### config.mk
export PLATFORM = sky130hd
export DESIGN_NAME = irtcb_top
export DESIGN_NICKNAME = d
export VERILOG_FILES = /design/src/logic/irtcb_pkg.sv /design/src/logic/irtcb_interval.sv /design/src/logic/irtcb_sync.sv /design/src/logic/irtcb_top.sv
export VERILOG_INCLUDE_DIRS = /design/src /design/src/logic
export SDC_FILE = /design/constraint.sdc
export NUM_CORES = 1
export LEC_CHECK = 0
export BUFFER_PORTS_ARGS = -buffer_cell sky130_fd_sc_hd__buf_4
export CAP_MARGIN = 5
export CORE_MARGIN = 10
export CORE_UTILIZATION = 52
export CTS_BUF_LIST = sky130_fd_sc_hd__clkbuf_8
export CTS_CLUSTER_SIZE = 25
export DETAILED_ROUTE_END_ITERATION = 7
export PLACE_DENSITY = 0.79
export SLEW_MARGIN = 20
export SYNTH_ARGS = -nofsm -noshare
export SYNTH_HDL_FRONTEND = slang
export SYNTH_SLANG_ARGS = --single-unit
### constraint.sdc
create_clock -name clk_sys -period 3.1 [get_ports clk_sys]
set_input_delay 0 -clock clk_sys [delete_from_list [all_inputs] [get_ports clk_sys]]
set_output_delay 0 -clock clk_sys [all_outputs]
set_load 0.05 [all_outputs]
### src/logic/irtcb_consts.svh
`ifndef IRTCB_CONSTS_SVH
`define IRTCB_CONSTS_SVH

// ==========================================================================
// Register indices (byte address is four times the index)
// ==========================================================================
`define IRTCB_IDX_CARRIER 8'h05
`define IRTCB_IDX_MOD_TIME 8'h06
`define IRTCB_IDX_CONTROL_B 8'h07
`define IRTCB_IDX_TIMER 8'h0C
`define IRTCB_IDX_CONFIG 8'h10
`define IRTCB_IDX_IRQ_STATUS 8'h11
`define IRTCB_IDX_IRQ_MASK 8'h12

// ==========================================================================
// Field positions of the control register B
// ==========================================================================
`define IRTCB_BIT_OVERFLOW 0
`define IRTCB_BIT_EVENT 1
`define IRTCB_BIT_IRQ_EN 2
`define IRTCB_BIT_BURST 3

// ==========================================================================
// Field positions of the configuration register
// ==========================================================================
`define IRTCB_BIT_IR_ENABLE 0
`define IRTCB_BIT_RX_MODE 1
`define IRTCB_BIT_EDGE_LO 2
`define IRTCB_BIT_EDGE_HI 3

// ==========================================================================
// Reset values, fixed loads and the NONSEQ transfer code
// ==========================================================================
`define IRTCB_RST_CONTROL_B 8'h00
`define IRTCB_RST_WORD16 16'h0000
`define IRTCB_RST_CONFIG 4'h0
`define IRTCB_RST_IRQ2 2'h0
`define IRTCB_BURST_LOAD 16'h0001
`define IRTCB_RST_RDATA 32'h0000_0000
`define IRTCB_HTRANS_NONSEQ 2'h2

`endif

### src/logic/irtcb_pkg.sv
// ==========================================================================
// Types shared by the IR timer control block
// ==========================================================================
package irtcb_pkg;

    // Interval timer states, one-hot
    typedef enum logic [1:0] {
        IRTCB_IV_IDLE = 2'b01,
        IRTCB_IV_RUN = 2'b10
    } irtcb_iv_state_t;

endpackage

### src/logic/irtcb_interval.sv
`timescale 1ns/1ps
`default_nettype none

// ==========================================================================
// Retriggerable interval timer, expires after limit cycles
// ==========================================================================
module irtcb_interval #(
    parameter int CNT_W = 17
) (
    // Clock and reset
    input wire logic clk_sys,
    input wire logic sys_rst,
    // Control
    input wire logic active,
    input wire logic restart,
    input wire logic [CNT_W-1:0] limit,
    // Expiry pulse
    output logic expire
);

    irtcb_pkg::irtcb_iv_state_t state_q;
    irtcb_pkg::irtcb_iv_state_t state_d;
    logic [CNT_W-1:0] count_q;
    logic [CNT_W-1:0] count_d;
    logic expire_q;
    logic expire_d;
    logic at_end;

    if (CNT_W < 2) begin : g_chk
        $error("irtcb_interval: CNT_W too small");
    end

    // Limit zero counts as a one-cycle interval
    assign at_end = (count_q + {{(CNT_W-1){1'b0}}, 1'b1}) >= limit;

    // Every restart while active reopens the window; expiry is one shot per burst
    always_comb begin
        state_d = state_q;
        count_d = count_q;
        expire_d = 1'b0;
        case (state_q)
            irtcb_pkg::IRTCB_IV_IDLE: begin
                if (active && restart) begin
                    state_d = irtcb_pkg::IRTCB_IV_RUN;
                    count_d = '0;
                end
            end
            irtcb_pkg::IRTCB_IV_RUN: begin
                if (!active) begin
                    state_d = irtcb_pkg::IRTCB_IV_IDLE;
                end else if (restart) begin
                    count_d = '0;
                end else if (at_end) begin
                    state_d = irtcb_pkg::IRTCB_IV_IDLE;
                    expire_d = 1'b1;
                end else begin
                    count_d = count_q + {{(CNT_W-1){1'b0}}, 1'b1};
                end
            end
            default: begin
                state_d = irtcb_pkg::IRTCB_IV_IDLE;
                count_d = '0;
            end
        endcase
    end

    always_ff @(posedge clk_sys or posedge sys_rst) begin
        if (sys_rst) begin
            state_q <= irtcb_pkg::IRTCB_IV_IDLE;
            count_q <= '0;
            expire_q <= 1'b0;
        end else begin
            state_q <= state_d;
            count_q <= count_d;
            expire_q <= expire_d;
        end
    end

    assign expire = expire_q;

endmodule

`default_nettype wire

### src/logic/irtcb_sync.sv
`timescale 1ns/1ps
`default_nettype none

// ==========================================================================
// Two-flop synchroniser for the receive pin
// ==========================================================================
module irtcb_sync (
    // Clock and reset
    input wire logic clk_sys,
    input wire logic sys_rst,
    // Pin side
    input wire logic async_in,
    // Synchronised level
    output logic sync_out
);

    logic meta_q;
    logic sync_q;

    // First stage feeds only the second stage
    always_ff @(posedge clk_sys or posedge sys_rst) begin
        if (sys_rst) begin
            meta_q <= 1'b0;
            sync_q <= 1'b0;
        end else begin
            meta_q <= async_in;
            sync_q <= meta_q;
        end
    end

    assign sync_out = sync_q;

endmodule

`default_nettype wire

### src/logic/irtcb_top.sv
`timescale 1ns/1ps
`default_nettype none
`include "irtcb_consts.svh"

// Contract
// - Any reset clears control register B
// - Upper four control bits read zero
// - Overflow sets flag, cleared by writing zero
// - Transmit reload sets event flag
// - Receive capture sets event flag, burst off
// - Burst mode: 2x carrier interval sets event
// - Event flag holds until software writes zero
// - Enable one: either flag requests interrupt
// - Enable zero: no timer interrupt; the status and mask path still raises irq when a status bit and its mask bit are both set
// - Burst bit ignored in transmit mode; a rising write still loads modulator time one
// - Burst bit rising loads modulator time one
// - Burst mode: no capture into modulator time
// - Burst mode: modulator time counts edges
// - Burst off: normal capture on edges
// - Capture timer value on qualified edges
// - Timer counts while enabled, else holds
module irtcb_top #(
    parameter int TIMER_W = 16
) (
    // Clock and reset
    input wire logic clk_sys,
    input wire logic sys_rst,
    // AHB-Lite slave
    input wire logic hsel,
    input wire logic [31:0] haddr,
    input wire logic [1:0] htrans,
    input wire logic hwrite,
    input wire logic [2:0] hsize,
    input wire logic [31:0] hwdata,
    input wire logic hready,
    output logic hreadyout,
    output logic hresp,
    output logic [31:0] hrdata,
    // Infrared side
    input wire logic ir_rx_pin,
    input wire logic tx_reload,
    // State to the modulator
    output logic ir_enable,
    output logic rx_mode,
    output logic [15:0] modulator_time,
    output logic [15:0] carrier_setting,
    // Interrupt
    output logic irq
);

    // ======================================================================
    // Elaboration checks
    // ======================================================================
    if (TIMER_W != 16) begin : g_chk
        $error("irtcb_top: only a 16-bit timer is supported");
    end

    // ======================================================================
    // Decoding
    // ======================================================================
    // Word index of a byte address; used for read and write decode
    function automatic logic [7:0] word_index(input logic [31:0] a);
        word_index = a[9:2];
    endfunction

    logic addr_ok_q;
    logic [7:0] widx_q;
    logic wr_pend_q;
    logic rd_pend_q;
    logic hreadyout_q;
    logic hresp_q;
    logic [31:0] hrdata_q;
    logic [31:0] rd_mux;
    logic take;
    logic take_wr;
    logic take_rd;
    logic [7:0] widx_now;

    // Upper address bits must be zero for a register hit
    assign take = hsel && hready && (htrans == `IRTCB_HTRANS_NONSEQ);
    assign take_wr = take && hwrite;
    assign take_rd = take && !hwrite;
    assign widx_now = word_index(haddr);

    // Register state
    logic ovf_q;
    logic evt_q;
    logic irq_en_q;
    logic burst_q;
    logic [15:0] carrier_q;
    logic [15:0] mod_time_q;
    logic [15:0] timer_q;
    logic [3:0] config_q;
    logic [1:0] irq_status_q;
    logic [1:0] irq_mask_q;
    logic irq_q;

    // Write strobes and the status read strobe, applied in the data phase
    logic wr_ctl;
    logic wr_carrier;
    logic wr_mod;
    logic wr_timer;
    logic wr_config;
    logic wr_mask;
    logic rd_status;

    assign wr_ctl = wr_pend_q && addr_ok_q
        && (widx_q == `IRTCB_IDX_CONTROL_B);
    assign wr_carrier = wr_pend_q && addr_ok_q
        && (widx_q == `IRTCB_IDX_CARRIER);
    assign wr_mod = wr_pend_q && addr_ok_q
        && (widx_q == `IRTCB_IDX_MOD_TIME);
    assign wr_timer = wr_pend_q && addr_ok_q
        && (widx_q == `IRTCB_IDX_TIMER);
    assign wr_config = wr_pend_q && addr_ok_q
        && (widx_q == `IRTCB_IDX_CONFIG);
    assign wr_mask = wr_pend_q && addr_ok_q
        && (widx_q == `IRTCB_IDX_IRQ_MASK);
    assign rd_status = rd_pend_q && addr_ok_q
        && (widx_q == `IRTCB_IDX_IRQ_STATUS);

    // ======================================================================
    // Bus slave
    // ======================================================================
    // Reads take one wait state so a write just before is seen
    always_ff @(posedge clk_sys or posedge sys_rst) begin
        if (sys_rst) begin
            addr_ok_q <= 1'b0;
            widx_q <= 8'h00;
            wr_pend_q <= 1'b0;
            rd_pend_q <= 1'b0;
        end else begin
            wr_pend_q <= take_wr;
            rd_pend_q <= take_rd;
            if (take) begin
                addr_ok_q <= (haddr[31:10] == 22'h00_0000);
                widx_q <= widx_now;
            end
        end
    end

    // Read mux; unmapped words and reserved bits read zero
    assign rd_mux =
        !addr_ok_q ? `IRTCB_RST_RDATA :
        (widx_q == `IRTCB_IDX_CONTROL_B) ?
            {28'h000_0000, burst_q, irq_en_q, evt_q, ovf_q} :
        (widx_q == `IRTCB_IDX_CARRIER) ? {16'h0000, carrier_q} :
        (widx_q == `IRTCB_IDX_MOD_TIME) ? {16'h0000, mod_time_q} :
        (widx_q == `IRTCB_IDX_TIMER) ? {16'h0000, timer_q} :
        (widx_q == `IRTCB_IDX_CONFIG) ? {28'h000_0000, config_q} :
        (widx_q == `IRTCB_IDX_IRQ_STATUS) ?
            {30'h0000_0000, irq_status_q} :
        (widx_q == `IRTCB_IDX_IRQ_MASK) ?
            {30'h0000_0000, irq_mask_q} :
        `IRTCB_RST_RDATA;

    always_ff @(posedge clk_sys or posedge sys_rst) begin
        if (sys_rst) begin
            hreadyout_q <= 1'b1;
            hresp_q <= 1'b0;
            hrdata_q <= `IRTCB_RST_RDATA;
        end else begin
            hresp_q <= 1'b0;
            hreadyout_q <= !take_rd;
            if (rd_pend_q) begin
                hrdata_q <= rd_mux;
            end
        end
    end

    // ======================================================================
    // Receive pin and edge select
    // ======================================================================
    logic rx_sync;
    logic rx_prev_q;
    logic rx_rise;
    logic rx_fall;
    logic rx_edge;
    logic [1:0] edge_sel;
    logic rx_active;
    logic burst_active;
    logic capture;
    logic burst_step;

    irtcb_sync u_sync (
        .clk_sys(clk_sys),
        .sys_rst(sys_rst),
        .async_in(ir_rx_pin),
        .sync_out(rx_sync)
    );

    always_ff @(posedge clk_sys or posedge sys_rst) begin
        if (sys_rst) begin
            rx_prev_q <= 1'b0;
        end else begin
            rx_prev_q <= rx_sync;
        end
    end

    // Edge select: 01 rising, 10 falling, 11 both, 00 none
    assign edge_sel = config_q[`IRTCB_BIT_EDGE_HI:`IRTCB_BIT_EDGE_LO];
    assign rx_rise = rx_sync && !rx_prev_q;
    assign rx_fall = !rx_sync && rx_prev_q;
    assign rx_edge = (edge_sel[0] && rx_rise) || (edge_sel[1] && rx_fall);
    assign rx_active = config_q[`IRTCB_BIT_IR_ENABLE]
        && config_q[`IRTCB_BIT_RX_MODE];
    assign burst_active = rx_active && burst_q;
    assign capture = rx_active && !burst_q && rx_edge;
    assign burst_step = burst_active && rx_edge;

    // ======================================================================
    // Burst interval timer
    // ======================================================================
    logic interval_expire;
    logic [16:0] interval_limit;

    assign interval_limit = {carrier_q, 1'b0};

    irtcb_interval #(
        .CNT_W(17)
    ) u_interval (
        .clk_sys(clk_sys),
        .sys_rst(sys_rst),
        .active(burst_active),
        .restart(burst_step),
        .limit(interval_limit),
        .expire(interval_expire)
    );

    // ======================================================================
    // IR timer value
    // ======================================================================
    logic timer_wrap;
    logic tx_event;
    logic [15:0] timer_d;

    // Wraps from all ones; a software write takes priority over counting
    assign timer_wrap = config_q[`IRTCB_BIT_IR_ENABLE]
        && (timer_q == 16'hFFFF);
    assign tx_event = config_q[`IRTCB_BIT_IR_ENABLE]
        && !config_q[`IRTCB_BIT_RX_MODE] && tx_reload;
    assign timer_d =
        wr_timer ? hwdata[15:0] :
        tx_event ? `IRTCB_RST_WORD16 :
        config_q[`IRTCB_BIT_IR_ENABLE] ? timer_q + 16'h0001 :
        timer_q;

    always_ff @(posedge clk_sys or posedge sys_rst) begin
        if (sys_rst) begin
            timer_q <= `IRTCB_RST_WORD16;
        end else begin
            timer_q <= timer_d;
        end
    end

    // ======================================================================
    // Control register B
    // ======================================================================
    logic ovf_d;
    logic evt_d;
    logic evt_set;
    logic burst_rise;

    // Hardware set wins over a software clear in the same cycle
    assign evt_set = tx_event
        || capture
        || (burst_active && interval_expire);
    assign ovf_d = timer_wrap
        || (ovf_q && !(wr_ctl && !hwdata[`IRTCB_BIT_OVERFLOW]));
    assign evt_d = evt_set
        || (evt_q && !(wr_ctl && !hwdata[`IRTCB_BIT_EVENT]));
    assign burst_rise = wr_ctl && !burst_q && hwdata[`IRTCB_BIT_BURST];

    always_ff @(posedge clk_sys or posedge sys_rst) begin
        if (sys_rst) begin
            ovf_q <= 1'b0;
            evt_q <= 1'b0;
            irq_en_q <= 1'b0;
            burst_q <= 1'b0;
        end else begin
            ovf_q <= ovf_d;
            evt_q <= evt_d;
            if (wr_ctl) begin
                irq_en_q <= hwdata[`IRTCB_BIT_IRQ_EN];
                burst_q <= hwdata[`IRTCB_BIT_BURST];
            end
        end
    end

    // ======================================================================
    // Modulator time, carrier and configuration
    // ======================================================================
    logic [15:0] mod_time_d;

    // Software write first, then burst arming, then edge activity
    assign mod_time_d =
        wr_mod ? hwdata[15:0] :
        burst_rise ? `IRTCB_BURST_LOAD :
        burst_step ? mod_time_q + 16'h0001 :
        capture ? timer_q :
        mod_time_q;

    always_ff @(posedge clk_sys or posedge sys_rst) begin
        if (sys_rst) begin
            mod_time_q <= `IRTCB_RST_WORD16;
            carrier_q <= `IRTCB_RST_WORD16;
            config_q <= `IRTCB_RST_CONFIG;
        end else begin
            mod_time_q <= mod_time_d;
            if (wr_carrier) begin
                carrier_q <= hwdata[15:0];
            end
            if (wr_config) begin
                config_q <= hwdata[3:0];
            end
        end
    end

    // ======================================================================
    // Interrupt status, mask and request
    // ======================================================================
    logic [1:0] irq_events;
    logic [1:0] irq_status_d;
    logic irq_d;

    // Status bit 0 overflow, bit 1 event; a read clears, a set wins
    assign irq_events = {evt_set, timer_wrap};
    assign irq_status_d = irq_events
        | (rd_status ? 2'b00 : irq_status_q);
    // Mask defaults to zero so only the control enable path acts
    assign irq_d = (irq_en_q && (ovf_q || evt_q))
        || |(irq_status_q & irq_mask_q);

    always_ff @(posedge clk_sys or posedge sys_rst) begin
        if (sys_rst) begin
            irq_status_q <= `IRTCB_RST_IRQ2;
            irq_mask_q <= `IRTCB_RST_IRQ2;
            irq_q <= 1'b0;
        end else begin
            irq_status_q <= irq_status_d;
            irq_q <= irq_d;
            if (wr_mask) begin
                irq_mask_q <= hwdata[1:0];
            end
        end
    end

    // ======================================================================
    // Outputs
    // ======================================================================
    assign hreadyout = hreadyout_q;
    assign hresp = hresp_q;
    assign hrdata = hrdata_q;
    assign ir_enable = config_q[`IRTCB_BIT_IR_ENABLE];
    assign rx_mode = config_q[`IRTCB_BIT_RX_MODE];
    assign modulator_time = mod_time_q;
    assign carrier_setting = carrier_q;
    assign irq = irq_q;

endmodule

`default_nettype wire
==> impl_summary.txt, run 1 <==
----------------------------------------------------
[Synth]
  Mean Syn Cell Area ... 8.71 um^2
  Synth Area in Compound Gates ... 17.6%
  Distinct cell type count of the synthesized netlist ... 68
  Async set-reset flop share out of synthesis ... 100%
  Library cell with the largest summed area after synthesis ... sky130_fd_sc_hd__dfrtp_1
  Flops & latches, synth ... 112
  Yosys synthesis warning count ... 0
  Leading post-synthesis cells by cell area ... sky130_fd_sc_hd__dfrtp_1 40%, sky130_fd_sc_hd__nand2_1 6.2%, sky130_fd_sc_hd__o21ai_0 4.7%
  Sequential-to-total area share from yosys stat ... 40.8%
  Combined area of all synthesized cells ... 0.00688 mm^2
  Fraction of the mapped netlist area in adder cells ... 3.46%
  Post-synth top area share ... 40.0%
  Main combinational cell family by area after synthesis ... simple AND/OR/NAND/NOR gates
  Number of enable-type register cells in the synthesized netlist ... 0
  Fraction of the mapped netlist area in simple logic gates ... 22.3%
  Multiplexer fraction of the synthesized cell area ... 3.18%
  Main synth FF type ... sky130_fd_sc_hd__dfrtp_1
  Cell count after synthesis ... 790
  XOR/XNOR Fraction of Synth Area ... 4.84%

[Die]
  DIE AREA ... 0.0182 mm^2
  Chip width ... 135 um
  Initial core utilization ... 53.8%
  Number of placement rows ... 41
  Die outline height ... 135 um
  Area of the core ... 0.0128 mm^2
  Boundary pin count ... 145

[STA]
  Hold Fails Final Rpt ... 0
  Maximum frequency from static timing analysis ... 318 MHz
  Slew @ Worst Pin ... 0.845 ns
  Hold Worst Slack ... 0.195 ns
  Worst Slack Setup Final ... -0.0427 ns
  Unrepaired setup endpoints after global routing ... true
  Final critical delay including setup and external delays ... 3.14 ns
  Final number of setup-violating endpoints ... 9
  Period Utilization, post-route ... 101%
  Setup clock skew after layout ... 0.0154 ns
  Max Transition Viols Final ... 0
  Max-slew headroom ... 43.7%

[Global route]
  Largest net degree at the start of global routing ... 65
  Global-route wire length before repair ... 34.7 mm
  Global-route congestion overflow total ... 0
  Vias in the first global route ... 6572
  Antenna violations before repair ... 0
  GRT Util Overall ... 23.6%

[Place]
  DP Worst Slack ... -0.00809 ns
  Placed instance area ... 0.00791 mm^2
  Placed wire-length estimate ... 15.3 mm
  RD Place Congestion ... 0.934
  Quantity of I/O buffers inserted on ports ... 106

[Layout]
  Synthesis-to-layout area growth ... 27.4%
  Final #Nets ... 1039
  Antenna diode instance count ... 0
  Reg area ... 0.00281 mm^2
  Filler instances ... 980
  Area of the multi-input gates ... 0.00381 mm^2
  Ratio of cells with drive above 1 in the final layout ... 25.9%
  Finished Cell Area ... 0.00876 mm^2

[Run]
  # Max-Cap Violations ... 0

[Drt]
  Count of nets left with antenna violations after detail routing ... 0
  Count of routing violations after the opening detailed-route iteration ... 788
  Ratio of routed vias to standard cells ... 5.96
  Via total after detailed routing ... 6678
  First-pass iteration count of the detailed router ... 7
  DRC violations left ... 0
  Routed wire per std cell ... 19.8 um
  Detailed Route WL ... 22.2 mm

[Clock tree]
  TritonCTS clock tree ... yes
  Number of buffers created by CTS ... 9
  Number of sinks driven by the clock tree ... 112
  Source-to-sink clock delay at the later pin of the worst-skew pair ... 0.40 ns
  Maximum count of clock buffers along a single path ... 2
  Number of levels in the clock H-tree ... 3
  Clock tree root buffer cell ... sky130_fd_sc_hd__clkbuf_8
  CTS clk-pin slew, worst paths ... 0.10 ns

[Setup path]
  CP Max Fanout ... 12
  Sequence of cells on the critical path ... nand2_2, nor4_4, and3_1, and3_4, xor2_2, ha_1, nand4_1, nor3_4, a21oi_4, bufbuf_16, nand3_1, o211ai_1
  Kind of end point of the critical path ... register
  Slowest Stage Delay on Critical Path ... 0.48 ns
  Startpoint of the worst-slack reg-to-reg timing path ... u_interval.count_q[4]$_DFFE_PP0P_
  Crit path arrival time ... 3.41 ns
  Crit Path Category ... register to register
  Worst-path cell with the longest stage delay ... sky130_fd_sc_hd__dfrtp_2
  Required time of the critical path ... 3.36 ns
  Launch point of the worst path ... u_interval.count_q[4]$_DFFE_PP0P_
  Critical Path Source Type ... register

[Status]
  Failing checks ... setup timing
  Result of the run ... complete, but fails checks

[Min path]
  Worst Min Path Start ... htrans[0]
  Path class of the lowest-slack min-delay path ... input port to register

[Power and ir drop]
  PD cells ... 391 mW/mm^2
  Largest voltage drop on the vdd net ... 221 uV
  Leakage ... 0.00410 uW

----------------------------------------------------
==> path summary, 6_finish.rpt <==
path	end	slack, ns	depth (start not counted)
setup / recovery	u_interval.count_q[0]$_DFFE_PP0P_	-0.04	12
hold reg to reg	u_sync.sync_out$_DFF_PP0_	0.36	0
max in group asynchronous	hrdata[5]$_DFFE_PP0P_	2.01	4
min in group asynchronous	widx_q[2]$_DFFE_PP0P_	0.34	3
hold / removal	wr_pend_q$_DFF_PP0_	0.20	3
setup reg to reg	u_interval.count_q[0]$_DFFE_PP0P_	-0.04	12
==> what timing repair did <==
item	in CTS	in global routing
endpoints found under the setup margin	4	19
buffers inserted	4	8
hold endpoints to repair	133	0
pin swaps	6	20
hold buffers	31	0
cloned	3	0
resized for setup	17	35
==> area by class of cell <==
type	instances	area share, %
Inverter	43	1.87
Tap cell	172	2.46
Multi-Input combinational cell	586	43.6
Timing Repair Buffer	192	18.2
Clock buffer	9	1.41
Clock inverter	7	0.400
Sequential cell	112	32.1
==> state kept, by name (all words and copies together) (netlist names), 4 cells and up <==
signal	cells
carrier_setting	16
u_interval.count_q	17
timer_q	16
modulator_time	16
hrdata	16
widx_q	8
config_q	4
==> cells in the final DEF (no fill, tap or decap), types with 4 or more instances in the layout <==
cell type                       synthesis  final
sky130_fd_sc_hd__nand2_1              114    111
sky130_fd_sc_hd__and2_1                 8      8
sky130_fd_sc_hd__o22ai_1               15     15
sky130_fd_sc_hd__mux2_2                15     15
sky130_fd_sc_hd__mux2i_1                5      5
sky130_fd_sc_hd__nor3_1                 6      4
sky130_fd_sc_hd__clkbuf_8               1      9
sky130_fd_sc_hd__xnor2_2                0      5
sky130_fd_sc_hd__inv_1                 43     46
sky130_fd_sc_hd__dfrtp_2                0      4
sky130_fd_sc_hd__buf_4                 20    155
sky130_fd_sc_hd__a22oi_1                7      7
sky130_fd_sc_hd__conb_1                 1     17
sky130_fd_sc_hd__nand2b_1               5      5
sky130_fd_sc_hd__ha_1                  19     18
sky130_fd_sc_hd__nand3_2                1      7
sky130_fd_sc_hd__a31o_2                 9      9
sky130_fd_sc_hd__dlygate4sd3_1          0     31
sky130_fd_sc_hd__xnor2_1               20     15
sky130_fd_sc_hd__nand4_1               24     24
sky130_fd_sc_hd__o311ai_0               8      5
sky130_fd_sc_hd__o311ai_1               1      4
sky130_fd_sc_hd__o211ai_1               4      4
sky130_fd_sc_hd__a222oi_1              14     14
sky130_fd_sc_hd__a21oi_1               26     24
sky130_fd_sc_hd__nor4_1                 8      8
sky130_fd_sc_hd__nor2b_1                5      5
sky130_fd_sc_hd__xor2_1                18     17
sky130_fd_sc_hd__nand3_1               42     34
sky130_fd_sc_hd__dfrtp_1              110    106
sky130_fd_sc_hd__nor2_1                58     56
sky130_fd_sc_hd__a221oi_1               4      4
sky130_fd_sc_hd__and3_1                13     12
sky130_fd_sc_hd__o21ai_0               65     62
==> worst max-delay path, delay by kind of cell, from the launching register on <==
family                     cells  cell delay [ns]
and+or+nand+nor                7             1.61
DFF                            1             0.48
adders and majority gates      1             0.31
buffers and inverters          1             0.30
AOI/OAI and AO/OA              2             0.24
xor gates and xnor gates       1             0.06
==> routing by layer <==
| layer | routed length, um | GRT usage [%] | vias up |
|---|---|---|---|
| met1 | 8470 | 29.3 | 3196 |
| met5 | 0 | 0 | - |
| met4 | 420 | 6.82 | 0 |
| met2 | 11400 | 40.0 | 334 |
| met3 | 1930 | 5.64 | 34 |
| li1 | - | - | 3114 |
==> report_power, final <==
part / switching (uW) / total, uW / internal (uW)
clock: 499 / 779 / 280
sequential: 189 / 1750 / 1560
combinational: 567 / 897 / 329
total: 1250 / 3430 / 2170
==> metrics by stage <==
step                      power [uW]  instances  TNS (ns)  utilization, %
final                           3430       1121    -0.143            68.6
after global routing            3590       1121     -1.93            68.6
after CTS                       3420       1113   -0.0198            67.1
after detailed placement        2620       1059  -0.00809            61.9
after global placement          2610       1059         0            61.9
after floorplan                 2320        806         0               -
==> Yosys cell counts (13+ instances only) <==
cell	count
sky130_fd_sc_hd__nand4_1	24
sky130_fd_sc_hd__a21oi_1	26
sky130_fd_sc_hd__a222oi_1	14
sky130_fd_sc_hd__buf_4	20
sky130_fd_sc_hd__inv_1	43
sky130_fd_sc_hd__xor2_1	18
sky130_fd_sc_hd__mux2_2	15
sky130_fd_sc_hd__ha_1	19
sky130_fd_sc_hd__nand3_1	42
sky130_fd_sc_hd__xnor2_1	20
sky130_fd_sc_hd__nor2_1	58
sky130_fd_sc_hd__clkbuf_1	30
sky130_fd_sc_hd__dfrtp_1	110
sky130_fd_sc_hd__nand2_1	114
sky130_fd_sc_hd__o22ai_1	15
sky130_fd_sc_hd__o21ai_0	65
sky130_fd_sc_hd__and3_1	13
==> kinds of logic after synthesis <==
family	after synthesis
and+or+nand+nor	308
AOI/OAI and AO/OA	183
DFF	112
buffers and inverters	109
xor gates and xnor gates	38
muxes	20
adders and majority gates	19
other	1
No activity file was read; power rests on OpenSTA's default activity.
==> run 2: changes to the inputs <==
--- a/config.mk
+++ b/config.mk
@@ -13,7 +13,7 @@
 export CTS_BUF_LIST = sky130_fd_sc_hd__clkbuf_8
 export CTS_CLUSTER_SIZE = 25
 export DETAILED_ROUTE_END_ITERATION = 7
-export PLACE_DENSITY = 0.79
+export PLACE_DENSITY = 0.78
 export SLEW_MARGIN = 20
 export SYNTH_ARGS = -nofsm -noshare
 export SYNTH_HDL_FRONTEND = slang
==> run 2 against run 1 <==
The run ends with DRC left. Critical path depth increased by 1. Global-route usage down 0.86 points. Hold slack gained 0.013 ns. Worst setup slack better by 0.078 ns. Sequential power about the same. Count of clock-buffer cells in the layout rose by 1. Clock skew rose by 0.0034 ns. Cell count decreased by 0.71%. Clock power increased by 16%. Critical path type unchanged. Highest routed layer unchanged.
==> impl_summary.txt, run 2 (synthesis gave the netlist of run 1 again) <==
----------------------------------------------------
[Power and ir drop]
  Largest voltage drop on the vdd net ... 305 uV (+38%)
  PD cells ... 414 mW/mm^2 (+5.9%)
  Part of the total power dissipated in sequential elements ... 49.4% (-1.7 points)
  Leakage ... 0.00395 uW (-3.7%)
  Net switching power ... 1260 uW (+0.52%)
  Proportion of power drawn by the clock network ... 25.4% (+2.7 points)
  Combinational cell fraction of total power ... 25.2% (-1.0 points)
  Power Internal ... 2280 uW (+5.1%)
  Switching power as a share of total power ... 35.6% (-1.0 points)

[Setup path]
  Kind of end point of the critical path ... register
  Crit path arrival time ... 3.40 ns (about the same)
  Worst-path cell with the longest stage delay ... sky130_fd_sc_hd__or4b_1
  Critical Path Source Type ... register
  CP Max Fanout ... 6 (-6)
  Required time of the critical path ... 3.43 ns (+0.07 ns)
  Crit path buf inv count ... 2 (+1)
  Crit Path Category ... register to register
  Register-to-Register Setup Slack ... 0.04 ns (+0.08 ns)
  Sequence of cells on the critical path ... buf_4, nand3_2, nor4_4, buf_4, nand3_2, xnor2_2, ha_1, o21ai_0, o21a_1, o31ai_4, a21o_2, or4b_1, nand3_1
  Slowest Stage Delay on Critical Path ... 0.51 ns (+0.03 ns)
  CP top delay family ... simple AND/OR/NAND/NOR gates

[Drt]
  Ratio of routed vias to standard cells ... 5.91 (-0.74%)
  Routed wire per std cell ... 19.1 um (-3.5%)
  First-pass iteration count of the detailed router ... 8 (+1)
  Count of nets left with antenna violations after detail routing ... 0 (unchanged)
  DRC violations left ... 2 (+2)
  Detailed Route WL ... 21.3 mm (-4.2%)
  Count of routing violations after the opening detailed-route iteration ... 761 (-3.4%)
  Via total after detailed routing ... 6581 (-1.5%)

[Die]
  Boundary pin count ... 145 (unchanged)
  Die outline height ... 135 um (unchanged)
  Area of the core ... 0.0128 mm^2 (unchanged)
  DIE AREA ... 0.0182 mm^2 (unchanged)
  Number of placement rows ... 41 (unchanged)
  Chip width ... 135 um (unchanged)
  Initial core utilization ... 53.8% (unchanged)

[Global route]
  GRT Util Overall ... 22.8% (-0.86 points)
  Vias in the first global route ... 6250 (-4.9%)
  Global-route wire length before repair ... 33.5 mm (-3.5%)
  Largest net degree at the start of global routing ... 74 (+14%)
  Global-route congestion overflow total ... 0 (unchanged)
  Antenna violations before repair ... 0 (unchanged)

[Layout]
  Ratio of cells with drive above 1 in the final layout ... 23.7% (-2.2 points)
  Final #Nets ... 1031 (-0.77%)
  Largest register by flop count ... u_interval.count_q
  Finished Cell Area ... 0.00855 mm^2 (-2.3%)
  Flip-flop count of the largest register after layout ... 17 (unchanged)
  Synthesis-to-layout area growth ... 24.4%
  Antenna diode instance count ... 0 (unchanged)
  Final design utilization ... 67.0% (-1.6 points)
  Commonest non-fill, non-tap cell in the layout ... sky130_fd_sc_hd__buf_4
  Highest-count cells in the layout ignoring fill and taps ... 152 x sky130_fd_sc_hd__buf_4, 114 x sky130_fd_sc_hd__nand2_1, 105 x sky130_fd_sc_hd__dfrtp_1, 63 x sky130_fd_sc_hd__o21ai_0, 58 x sky130_fd_sc_hd__nor2_1

[Place]
  Quantity of I/O buffers inserted on ports ... 106 (unchanged)
  RD Place Congestion ... 0.951 (+1.8%)
  Placed instance area ... 0.00789 mm^2 (-0.35%)
  DP Worst Slack ... 0.0812 ns (+0.0893 ns)
  Placed wire-length estimate ... 15.2 mm (-1.1%)

[STA]
  Slew @ Worst Pin ... 0.877 ns (+0.0325 ns)
  Worst Slack Setup Final ... 0.0352 ns (+0.0779 ns)
  Setup clock skew after layout ... 0.0188 ns (+0.00341 ns)
  Max-slew headroom ... 41.5% (-2.2 points)
  Hold Fails Final Rpt ... 0 (unchanged)
  Final critical delay including setup and external delays ... 3.06 ns (-0.0779 ns)
  Unrepaired setup endpoints after global routing ... true
  Final number of setup-violating endpoints ... 0 (-9)
  Max Transition Viols Final ... 0 (unchanged)
  Period Utilization, post-route ... 98.9% (-2.5 points)
  Maximum frequency from static timing analysis ... 326 MHz (+2.5%)

[Clock tree]
  Number of levels in the clock H-tree ... 3 (unchanged)
  Source-to-sink clock delay at the later pin of the worst-skew pair ... 0.40 ns (about the same)
  Clock tree root buffer cell ... sky130_fd_sc_hd__clkbuf_8
  Number of sinks driven by the clock tree ... 112 (unchanged)
  Number of buffers created by CTS ... 9 (unchanged)
  TritonCTS clock tree ... yes
  CTS clk-pin slew, worst paths ... 0.11 ns (about the same)
  Maximum count of clock buffers along a single path ... 2 (unchanged)

[Run]
  # Max-Cap Violations ... 0 (unchanged)

[Status]
  Result of the run ... complete, but fails checks
  Failing checks ... DRC

[Min path]
  Path class of the lowest-slack min-delay path ... input port to register

----------------------------------------------------
run 2: timing repair:
| item | in CTS | in global routing |
|---|---|---|
| hold endpoints to repair | 142 | 0 |
| hold buffers | 31 | 0 |
| endpoints found under the setup margin | 0 | 19 |
| resized for setup | 0 | 24 |
| buffers inserted | 0 | 8 |
run 2: power by group through the flow:
stage / registers (uW) / logic [uW] / clock network, uW
4_1_cts: 1740 / 886 / 913
2_1_floorplan: 1900 / 422 / 0
3_5_place_dp: 1770 / 855 / 0
6_report: 1750 / 893 / 900
5_1_grt: 1760 / 964 / 962
3_3_place_gp: 1770 / 844 / 0
run 2: path summary, 6_finish.rpt:
check | cells after the start | to | from
worst max-delay path | 13 | u_interval.count_q[4]$_DFFE_PP0P_ | u_interval.count_q[1]$_DFFE_PP0P_
worst min-delay path | 3 | wr_pend_q$_DFF_PP0_ | htrans[0]
worst max register to register | 13 | u_interval.count_q[4]$_DFFE_PP0P_ | u_interval.count_q[1]$_DFFE_PP0P_
worst min register to register | 0 | u_sync.sync_out$_DFF_PP0_ | u_sync.meta_q$_DFF_PP0_
max in group asynchronous | 4 | u_interval.state_q[0]$_DFFE_PP1P_ | sys_rst
min in group asynchronous | 3 | widx_q[5]$_DFFE_PP0P_ | sys_rst
run 2: routing by layer:
layer  wire length, um  global-route usage, %  share of wire, %
met5                 0                      0                 0
met4               386                   6.10               1.8
met3              1900                   4.60               8.9
met2             10600                   38.1                50
met1              8400                   29.3                39
run 2: worst min-delay path: stages:
cell                       delay (ns)
sky130_fd_sc_hd__buf_4           0.08
sky130_fd_sc_hd__nand4b_1        0.43
sky130_fd_sc_hd__nor2_1          0.07
run 2: stage by stage:
stage / power (uW) / hold WS, ns / setup TNS (ns) / std cells
detailed placement: 2620 / 0.112 / 0 / 1057
floorplan: 2320 / 0.0314 / 0 / 806
global placement: 2610 / 0.112 / 0 / 1057
CTS: 3540 / 0.200 / 0 / 1104
global route: 3690 / 0.257 / -0.673 / 1113
finish: 3550 / 0.208 / 0 / 1113
run 2: final cells by class:
class	instances	area, um^2
fill	1039	4220
clock buffer	10	138
inverter	43	164
sequential	112	2810
clock inverter	6	60.1
tap	172	215
multi-input combinational	586	3690
timing repair buffer	184	1470
